$ cat src/rtl/ramlt_pkg.sv
// Shared constants and carriers for the reset and mode latch block
package ramlt_pkg;
    // Cycles the strap must hold before the pin rises
    localparam int STRAP_WINDOW_CYCLES = 10;
    // Cycles from pin release to first fetch
    localparam int FETCH_DELAY_CYCLES = 80;
    // Reset value of the core program counter
    localparam logic [31:0] PC_RESET_VALUE = 32'h0000_0000;
    // Width of the peripheral pin bank
    localparam int PIN_COUNT = 32;
    // Boot width encodings latched from the boot width strap
    localparam logic BOOT_WIDTH_8 = 1'b1;
    localparam logic BOOT_WIDTH_16 = 1'b0;

    typedef enum logic [2:0] {
        RAMLT_IN_RESET = 3'b001,
        RAMLT_WAIT_FETCH = 3'b010,
        RAMLT_RUN = 3'b100
    } ramlt_state_e;

    // Latched start-up modes
    typedef struct packed {
        logic tristate_mode;
        logic boot_width_8bit;
    } ramlt_modes_s;

    // Control issued to the rest of the chip
    typedef struct packed {
        logic sys_reset;
        logic fetch_enable;
        logic core_clk_en;
        logic [31:0] fetch_addr;
    } ramlt_ctrl_s;
endpackage : ramlt_pkg

$ cat src/rtl/ramlt_sync.sv
// Two-flop level synchroniser with asynchronous preset value
`timescale 1ns/1ns
module ramlt_sync #(
    parameter logic RESET_VALUE = 1'b0
) (
    input wire logic clk,
    input wire logic rst,
    input wire logic d,
    output logic q
);
    typedef struct packed {
        logic meta;
        logic stable;
    } ramlt_sync_s;

    ramlt_sync_s state_reg;
    ramlt_sync_s state_next;

    // First stage feeds only the second stage
    always_comb begin
        state_next.meta = d;
        state_next.stable = state_reg.meta;
    end

    always_ff @(posedge clk or posedge rst) begin
        if (rst) begin
            state_reg <= {RESET_VALUE, RESET_VALUE};
        end else begin
            state_reg <= state_next;
        end
    end

    assign q = state_reg.stable;
endmodule : ramlt_sync

$ cat src/rtl/ramlt_reset_sync.sv
// Reset bridge: asserts at once, releases on the clock
`timescale 1ns/1ns
module ramlt_reset_sync (
    input wire logic clk,
    input wire logic arst,
    output logic rst_sync
);
    typedef struct packed {
        logic stage1;
        logic stage2;
    } ramlt_rsync_s;

    ramlt_rsync_s state_reg;
    ramlt_rsync_s state_next;

    // Shift zeros in after release; stage1 read only by stage2
    always_comb begin
        state_next.stage1 = 1'b0;
        state_next.stage2 = state_reg.stage1;
    end

    always_ff @(posedge clk or posedge arst) begin
        if (arst) begin
            state_reg <= 2'b11;
        end else begin
            state_reg <= state_next;
        end
    end

    assign rst_sync = state_reg.stage2;
endmodule : ramlt_reset_sync

$ cat src/rtl/ramlt_top.sv
// Reset sequencer, strap latch, clock mirror and pin gating
`timescale 1ns/1ns

//
// Overview of operation
// - Pin reset asserts at once, release is stepped on the master clock.
// - First instruction fetch comes 80 cycles after the reset pin rises.
// - Any reset defaults peripheral registers and points next fetch at zero.
// - Watchdog reset acts like pin reset but keeps latched strap modes.
// - Pin reset together with watchdog reset counts as pin reset.
// - Tri-state strap low for final ten cycles before release enters tri-state.
// - Tri-state mode disables every output driver of the controller.
// - Master clock copy drives clock output pin unless I/O controller reclaims it.
// - Peripheral pins are inputs during reset; on leaving reset they follow periph_pin_oe at once unless tri-state mode is latched.
// - Idle mode stops core clock until the next interrupt arrives.
// - Boot width strap high picks 8-bit, low 16-bit boot memory.
module ramlt_top #(
    parameter int STRAP_CYCLES = ramlt_pkg::STRAP_WINDOW_CYCLES,
    parameter int FETCH_CYCLES = ramlt_pkg::FETCH_DELAY_CYCLES,
    parameter int PINS = ramlt_pkg::PIN_COUNT
) (
    input wire logic clk,
    input wire logic rst,
    input wire logic hw_reset_n,
    input wire logic wdog_reset_req,
    input wire logic tristate_strap_n,
    input wire logic boot_width_strap,
    input wire logic idle_req,
    input wire logic irq_pending,
    input wire logic clkout_as_gpio,
    input wire logic [PINS-1:0] periph_pin_out,
    input wire logic [PINS-1:0] periph_pin_oe,
    input wire logic clkout_gpio_out,
    input wire logic clkout_gpio_oe,
    output ramlt_pkg::ramlt_ctrl_s ctrl,
    output ramlt_pkg::ramlt_modes_s modes,
    output logic periph_reset,
    output logic [PINS-1:0] pin_out,
    output logic [PINS-1:0] pin_oe,
    output logic master_clock_out,
    output logic master_clock_out_oe
);
    import ramlt_pkg::*;

    localparam int CW = $clog2(FETCH_CYCLES + 1);
    localparam int SW = $clog2(STRAP_CYCLES + 1);

    // Whole block state
    typedef struct packed {
        ramlt_state_e state;
        logic [CW-1:0] fetch_cnt;
        logic [SW-1:0] tri_low_cnt;
        logic boot_sample;
        logic tristate_mode;
        logic boot_width_8bit;
        logic core_asleep;
        logic pin_reset_seen;
    } ramlt_top_s;

    ramlt_top_s state_reg;
    ramlt_top_s state_next;

    logic pin_rst_async;
    logic pin_rst_sync;
    logic wdog_sync;
    logic tri_sync_n;
    logic boot_sync;
    logic any_reset;
    logic pin_released;

    // Saturating increment shared by both counters
    function automatic logic [7:0] sat_inc(input logic [7:0] v, input logic [7:0] lim);
        sat_inc = (v >= lim) ? lim : v + 8'h01;
    endfunction : sat_inc

    assign pin_rst_async = rst | ~hw_reset_n;

    // Pin reset asserts without a clock, releases on it
    ramlt_reset_sync u_pin_rst (
        .clk(clk),
        .arst(pin_rst_async),
        .rst_sync(pin_rst_sync)
    );

    ramlt_sync #(.RESET_VALUE(1'b0)) u_wdog (
        .clk(clk),
        .rst(rst),
        .d(wdog_reset_req),
        .q(wdog_sync)
    );

    ramlt_sync #(.RESET_VALUE(1'b1)) u_tri (
        .clk(clk),
        .rst(rst),
        .d(tristate_strap_n),
        .q(tri_sync_n)
    );

    ramlt_sync #(.RESET_VALUE(1'b0)) u_boot (
        .clk(clk),
        .rst(rst),
        .d(boot_width_strap),
        .q(boot_sync)
    );

    // Watchdog alone resets core but not the strap latches
    assign any_reset = pin_rst_sync | wdog_sync;
    assign pin_released = state_reg.pin_reset_seen & ~pin_rst_sync;

    // Next-state logic for sequencing and strap capture
    always_comb begin
        state_next = state_reg;
        if (pin_rst_sync) begin
            // Pin wins over watchdog: straps are tracked here only
            state_next.pin_reset_seen = 1'b1;
            if (!tri_sync_n) begin
                state_next.tri_low_cnt = SW'(sat_inc(8'(state_reg.tri_low_cnt), 8'(STRAP_CYCLES)));
            end else begin
                state_next.tri_low_cnt = '0;
            end
            state_next.boot_sample = boot_sync;
        end
        if (pin_released) begin
            // Latch modes on the release edge; counter covers the final window
            state_next.tristate_mode = (32'(state_reg.tri_low_cnt) >= STRAP_CYCLES);
            state_next.boot_width_8bit = (state_reg.boot_sample == BOOT_WIDTH_8);
            state_next.pin_reset_seen = 1'b0;
            state_next.tri_low_cnt = '0;
        end
        if (any_reset) begin
            state_next.state = RAMLT_IN_RESET;
            state_next.fetch_cnt = '0;
            state_next.core_asleep = 1'b0;
        end else begin
            unique case (state_reg.state)
                RAMLT_IN_RESET: begin
                    state_next.state = RAMLT_WAIT_FETCH;
                    state_next.fetch_cnt = CW'(1);
                end
                RAMLT_WAIT_FETCH: begin
                    // Sync stages count toward the fetch delay
                    if (32'(state_reg.fetch_cnt) >= FETCH_CYCLES - 3) begin
                        state_next.state = RAMLT_RUN;
                    end else begin
                        state_next.fetch_cnt = CW'(sat_inc(8'(state_reg.fetch_cnt), 8'(FETCH_CYCLES)));
                    end
                end
                RAMLT_RUN: begin
                    // Wake on interrupt takes priority over sleep
                    if (irq_pending) begin
                        state_next.core_asleep = 1'b0;
                    end else if (idle_req) begin
                        state_next.core_asleep = 1'b1;
                    end
                end
                default: begin
                    state_next.state = RAMLT_IN_RESET;
                end
            endcase
        end
    end

    always_ff @(posedge clk or posedge rst) begin
        if (rst) begin
            state_reg.state <= RAMLT_IN_RESET;
            state_reg.fetch_cnt <= '0;
            state_reg.tri_low_cnt <= '0;
            state_reg.boot_sample <= 1'b0;
            state_reg.tristate_mode <= 1'b0;
            state_reg.boot_width_8bit <= 1'b0;
            state_reg.core_asleep <= 1'b0;
            state_reg.pin_reset_seen <= 1'b1;
        end else begin
            state_reg <= state_next;
        end
    end

    // Control outputs to core and peripherals
    always_comb begin
        ctrl.sys_reset = state_reg.state == RAMLT_IN_RESET;
        ctrl.fetch_enable = state_reg.state == RAMLT_RUN;
        ctrl.core_clk_en = (state_reg.state == RAMLT_RUN) & ~state_reg.core_asleep;
        ctrl.fetch_addr = PC_RESET_VALUE;
    end

    assign modes.tristate_mode = state_reg.tristate_mode;
    assign modes.boot_width_8bit = state_reg.boot_width_8bit;
    assign periph_reset = any_reset | (state_reg.state == RAMLT_IN_RESET);

    // Pins are inputs in reset; tri-state mode kills all drivers
    always_comb begin
        pin_out = periph_pin_out;
        // Reset term is async so drivers drop in the same cycle as the pin
        if (state_reg.tristate_mode || periph_reset) begin
            pin_oe = '0;
        end else begin
            pin_oe = periph_pin_oe;
        end
    end

    // Clock mirror is a gated data path, glitch hazard accepted for a test pin
    always_comb begin
        if (clkout_as_gpio && !periph_reset) begin
            master_clock_out = clkout_gpio_out;
            master_clock_out_oe = clkout_gpio_oe & ~state_reg.tristate_mode;
        end else begin
            master_clock_out = clk;
            master_clock_out_oe = ~state_reg.tristate_mode;
        end
    end
endmodule : ramlt_top

$ cat config.mk
export PLATFORM = sky130hd
export DESIGN_NAME = ramlt_top
export DESIGN_NICKNAME = d
export VERILOG_FILES = /design/src/rtl/ramlt_pkg.sv /design/src/rtl/ramlt_sync.sv /design/src/rtl/ramlt_reset_sync.sv /design/src/rtl/ramlt_top.sv
export SDC_FILE = /design/constraint.sdc
export NUM_CORES = 1
export LEC_CHECK = 0
export BUFFER_PORTS_ARGS = -buffer_cell sky130_fd_sc_hd__buf_2
export CORE_UTILIZATION = 30
export CTS_CLUSTER_SIZE = 8
export DETAILED_ROUTE_END_ITERATION = 8
export PLACE_DENSITY = 0.68
export SYNTH_ARGS = -nofsm -noshare
export SYNTH_HDL_FRONTEND = slang
export SYNTH_SLANG_ARGS = --single-unit
$ cat constraint.sdc
create_clock -name clk -period 5.2 [get_ports clk]
set_input_delay 0.26 -clock clk [delete_from_list [all_inputs] [get_ports clk]]
set_output_delay 0.26 -clock clk [all_outputs]
set_load 0.1 [all_outputs]
==> results of run 1 <==
==> repair_timing <==
| item | CTS | global route |
|---|---|---|
| hold buffers | 5 | 0 |
| endpoints found under the setup margin | 0 | 0 |
| endpoints found under the hold margin | 5 | 0 |
==> power by group <==
| group | leakage [nW] | switching, W | internal, W |
|---|---|---|---|
| combinational | 0.827 | 0.000199 | 0.0000328 |
| sequential | 0.339 | 0.00000719 | 0.000221 |
| clock | 0.0559 | 0.000142 | 0.000116 |
| total | 1.22 | 0.000349 | 0.000369 |
==> per-stage QoR <==
step / power [W] / setup WS (ns) / area (um2)
after floorplan: 0.000633 / 0.594 / 2150
after global placement: 0.000534 / 1.82 / 2120
after detailed placement: 0.000534 / 1.82 / 2120
after CTS: 0.000727 / 1.56 / 2260
after global routing: 0.000746 / 1.55 / 2260
final: 0.000718 / 1.57 / 2260
==> critical path: cells and delay by family <==
| family | cells | cell delay [ns] |
|---|---|---|
| buffers and inverters | 3 | 0.51 |
| multiplexers | 1 | 0.25 |
==> cell usage after synthesis (all sizes together) <==
cell,instances,area share [%]
buf,70,26
and2,32,9.9
dfrtp,21,26
nand2,11,2.0
inv,8,1.6
nor2,7,2.0
dfstp,6,7.8
nand3,6,1.5
nor2b,6,1.8
o21ai,6,2.0
ha,5,3.1
a21oi,4,0.99
mux2,4,2.2
a31oi,3,0.92
a211oi,2,0.74
nor3b,2,1.3
o32ai,2,0.86
or2,2,0.74
or3,2,0.62
a21o,1,0.37
a221o,1,0.55
a31o,1,0.43
clkbuf,1,0.18
clkinv,1,0.25
conb,1,0.18
mux2i,1,0.49
nand4,1,0.31
nor3,1,0.49
nor4,1,0.31
o2111ai,1,0.43
o211ai,1,1.0
o31a,1,0.43
o31ai,1,0.37
o41a,1,0.55
or3b,1,0.43
xnor2,1,0.43
xor2,1,0.43
==> logic make-up after synthesis <==
family / after synthesis / share of synthesized area [%]
AOI/OAI and AO/OA: 25 / 9.74
xor gates and xnor gates: 2 / 0.863
adders and majority gates: 5 / 3.08
buffers and inverters: 80 / 28.3
DFF: 27 / 33.6
muxes: 5 / 2.71
other: 1 / 0.185
and+or+nand+nor: 72 / 21.4
==> final timing paths <==
check,end,from,slack [ns],depth (start not counted)
worst max-delay path,master_clock_out,clk,1.57,4
max in group asynchronous,u_pin_rst.rst_sync,hw_reset_n,4.16,4
min in group asynchronous,state_reg[17],rst,0.08,2
worst min-delay path,state_reg[1],irq_pending,0.04,2
worst max register to register,state_reg[14],state_reg[10],3.39,6
worst min register to register,u_tri.q,u_tri.state_next[0],0.36,0
==> metal layers <==
metal,vias to the layer above,track usage [%],share of wire (%)
met4,0,5.64,1.1
met2,95,23.5,48
li1,725,-,-
met5,-,0,0
met1,724,17.9,39
met3,7,6.88,11
==> layout make-up <==
type	count	share of cell area [%]
Sequential cell	27	30.2
Multi-Input combinational cell	142	39.5
Tap cell	77	4.26
Clock inverter	1	0.387
Clock buffer	7	3.87
Inverter	9	1.66
Timing Repair Buffer	86	20.1
==> impl_metrics.toml, run 1 <==
[status]
status = "finished, violations left"
failed_checks = "DRC"

[yosys]
syn_avg_cell_area_um2 = 9.36
synth-seq-cells = 27
syn_inst = 217
synth_area_um2 = 2030
yosysWarnings = 0
synth_cell_types = 44
yosysSeqAreaShare_pct = 33.6

[placement]
place.gp.congestion = 0.810
dp.cells = 337
dp.final_hpwl_mm = 4.45
port_buffers = 82

[cts]
clkSlewWorstSetupHoldPaths_ns = 0.10
cts_tree = "done"
worstSkewPairLatency_ns = 0.38
ctsResizeCount = 0
post-cts-setup-buffers = 0

[worst_setup_path]
arrival_ns = 3.37
critical_path.max_stage_delay_ns = 0.29
crit_slowest_cell = "buf_2"
worst-path-max-fanout = 2
required_ns = 4.94
end_kind = "output pin"
start_kind = "clock port"
path_cells = "clkbuf_8 -> clkbuf_8 -> mux2_2 -> buf_2"
worstSetupPathType = "clk -> out"
cpMostUsedCell = "clkbuf_8"

[routing]
ant_nets = 0
vias = 1551
drc = 31
wl_mm = 5.27
drtIter0Drc = 86
firstDrtPassIters = 6
post_drt_via_cell_ratio = 4.44
routedWlPerCell_um = 15.1

[floorplan]
coreArea_um2 = 6460
die_area_um2 = 7100
die_w_um = 84.3
dieHeight_um = 84.3
rows = 29
start_util_pct = 31.4
ios = 179

[power_and_ir_drop]
powerDensity_nw_per_um2 = 317
max-vdd-ir-drop_v = 0.000176
p_leak_nw = 1.22

[layout]
utilization_pct = 35.0
layout.area.seq_um2 = 683
largest_register_ffs = 17
multi_input_area_um2 = 892
fillCellCount = 688
drive_gt1_share_pct = 41.5
final_cell_mix = "buf_2, conb_1, and2_1, dfrtp_1, nand2_1"
instances_no_fill = 349
diodes = 0
final_nets = 353
final_common_cell = "buf_2"
syn_to_final_growth_pct = 11.3

[sta]
hold_violations = 0
whs_ns = 0.0409
slew_violations = 0
setup_viol = 0
rsz0062_at_grt = "false"
worst_pin_slew_ns = 0.932
tns_ns = 0
max_slew_margin_pct = 37.8
fin_worst_skew_ns = 0.00347

[grt]
antenna_found_initial = 0
grt.overflow.total = 0
grt_pass1_wl_mm = 7.86
grt.total_usage_pct = 15.0
grt_start_max_net_pins = 33
grt_pass1_vias = 1446

[job]
maxCapViolCount = 0

[min_path]
hp-class = "in -> reg"
(Power assumes the default switching activity.)
==> run 2: changes to the inputs <==
--- a/config.mk
+++ b/config.mk
@@ -5,6 +5,7 @@
 export SDC_FILE = /design/constraint.sdc
 export NUM_CORES = 1
 export LEC_CHECK = 0
+export ABC_AREA = 1
 export BUFFER_PORTS_ARGS = -buffer_cell sky130_fd_sc_hd__buf_2
 export CORE_UTILIZATION = 30
 export CTS_CLUSTER_SIZE = 8
==> constraint.sdc (replaced) <==
create_clock -name clk -period 3.72 [get_ports clk]
set_input_delay 0.186 -clock clk [delete_from_list [all_inputs] [get_ports clk]]
set_output_delay 0.186 -clock clk [all_outputs]
set_load 0.1 [all_outputs]
==> run 2 against run 1 <==
Effect of this change:
- the run now ends clean
- sequential power up 38%
- utilization fell by 0.52 points
- routed wire length down 8.0%
- worst setup slack got worse by 0.50 ns
- clock skew rose by 0.0017 ns
- area after synthesis up 3.0%
- synthesized cell count up 30%
- critical path depth rose by 1
- die area rose by 2.9%
- combinational power is 45% higher
- clock-buffer cell count up 1
- critical path type unchanged
==> impl_metrics.toml, run 2 <==
[worst_setup_path]
required_ns = 3.53
reg2reg_slack_ns = 2.22
crit_path_start = "clk"
worst-path-max-fanout = 2
end_kind = "output pin"
timing.rr.start = "state_reg[10]"
arrival_ns = 2.47
worstSetupPathType = "clk -> out"
start_kind = "clock port"
r2r_cells = 10
worstReg2RegEnd = "state_reg[10]"

[job]
maxCapViolCount = 0

[sta]
setup_viol = 0
rsz0062_at_grt = "false"
hold_violations = 0
max_slew_margin_pct = 36.8
worst_pin_slew_ns = 0.948
tns_ns = 0
whs_ns = 0.0255
fin_worst_skew_ns = 0.00513
slew_violations = 0

[floorplan]
start_util_pct = 30.9
ios = 179
coreArea_um2 = 6760
rows = 30
die_area_um2 = 7310
dieHeight_um = 85.5
die_w_um = 85.5

[cts]
cts_tree = "done"
clkSlewWorstSetupHoldPaths_ns = 0.09
worstSkewPairLatency_ns = 0.37

[power_and_ir_drop]
internal-power_w = 0.000508
clkPwrFrac_pct = 34.8
max-vdd-ir-drop_v = 0.000712
p_total_w = 0.000999
p_leak_nw = 1.44
swShare_pct = 49.1
combPwrFrac_pct = 33.7
p_sw_w = 0.000491
seqPwrFrac_pct = 31.5
powerDensity_nw_per_um2 = 429

[yosys]
syn_inst = 283
yosys_most_used_dff = "dfrtp_1"
synth_edf_count = 0
yosysWarnings = 0
yosysSeqAreaShare_pct = 32.7
synth_area_um2 = 2090
ys_async_sr_fraction_pct = 100
synth.most_common_cell = "buf_4"
netlist_top_cells_count = "buf_4, inv_1, nand2_1"
synth_top_area_cell = "dfrtp_1"
synth_top_area_share_pct = 25.1
syn_avg_cell_area_um2 = 7.39
synth-seq-cells = 27
ys_top_cells_by_area = "dfrtp_1, buf_4, inv_1"
synth_cell_types = 30

[routing]
vias = 1713
post_drt_via_cell_ratio = 4.08
drtIter0Drc = 69
firstDrtPassIters = 4
drc = 0
routedWlPerCell_um = 11.6
wl_mm = 4.85
ant_nets = 0

[placement]
port_buffers = 82
place.gp.congestion = 0.814
dp.final_hpwl_mm = 3.91
dp.cells = 407

[layout]
fillCellCount = 714
syn_to_final_growth_pct = 11.4
instances_no_fill = 420
utilization_pct = 34.5
final_common_cell = "buf_2"
largest_register_ffs = 17
drive_gt1_share_pct = 33.2
diodes = 0
final_nets = 421
final_cell_mix = "buf_2, inv_1, nand2_1, nor2_1, conb_1"

[grt]
antenna_found_initial = 0
grt.total_usage_pct = 13.0
grt_pass1_vias = 1591
grt.overflow.total = 0
grt_start_max_net_pins = 33
grt_pass1_wl_mm = 7.38

[status]
status = "finished clean"

[min_path]
hp-class = "in -> async"
==> run 2: changes by cell type after synthesis, sizes merged, moves of 3 or more <==
cell | before | now
mux2 | 4 | 0
and2 | 32 | 1
nand3 | 6 | 12
inv | 8 | 55
nor2 | 7 | 46
nand2 | 11 | 38
o21ai | 6 | 10
a31oi | 3 | 0
nor2b | 6 | 0
==> run 2: critical path, stage by stage <==
cell,delay (ns)
clkbuf_8,0.11
clkbuf_8,0.12
nand2_1,0.05
nand2_1,0.04
buf_2,0.28
==> run 2: stage by stage <==
step           worst slack (ns)  instance area (um2)
5_1_grt                    1.04                 2330
4_1_cts                    1.04                 2330
6_report                   1.07                 2330
3_5_place_dp               1.32                 2180
3_3_place_gp               1.32                 2180
2_1_floorplan             0.974                 2210
==> run 2: cell families after synthesis <==
kind of cell	share of synthesized area [%]
buffers and inverters	36.0
and+or+nand+nor	22.6
DFF	32.7
AOI/OAI and AO/OA	4.79
adders and majority gates	2.99
xor gates and xnor gates	0.838
other	0.179
==> run 2: power groups by stage <==
stage | registers (W) | logic, W | clock network [W]
3_3_place_gp | 0.000320 | 0.000331 | 0.0000993
4_1_cts | 0.000315 | 0.000337 | 0.000360
6_report | 0.000315 | 0.000336 | 0.000348
3_5_place_dp | 0.000320 | 0.000332 | 0.0000993
2_1_floorplan | 0.000319 | 0.000480 | 0.0000904
5_1_grt | 0.000316 | 0.000352 | 0.000374
==> run 2: worst max path at each step <==
stage | to | cells past startpoint
after floorplan | pin_oe[11] | 6
after global placement | master_clock_out | 3
after detailed placement | master_clock_out | 3
after CTS | master_clock_out | 5
after global routing | master_clock_out | 5
final | master_clock_out | 5
==> run 2: what timing repair did <==
action	in CTS	in global routing
gates resized for setup	0	0
endpoints found under the hold margin	6	0
hold buffers	6	0
setup buffers	0	0
==> run 2: layout make-up <==
cell class                 count  area, um2  share of cell area [%]
sequential                    27        683                    29.3
timing repair buffer          88        473                    20.3
clock buffer                   8       91.3                    3.92
inverter                      55        206                    8.86
tap                           80        100                    4.30
multi-input combinational    162        776                    33.3
==> run 2: routing by layer <==
| metal | wire length [um] | GRT usage (%) |
|---|---|---|
| met2 | 2460 | 22.6 |
| met5 | 0 | 0 |
| met4 | 38 | 4.55 |
| met3 | 335 | 3.40 |
| met1 | 2010 | 15.5 |
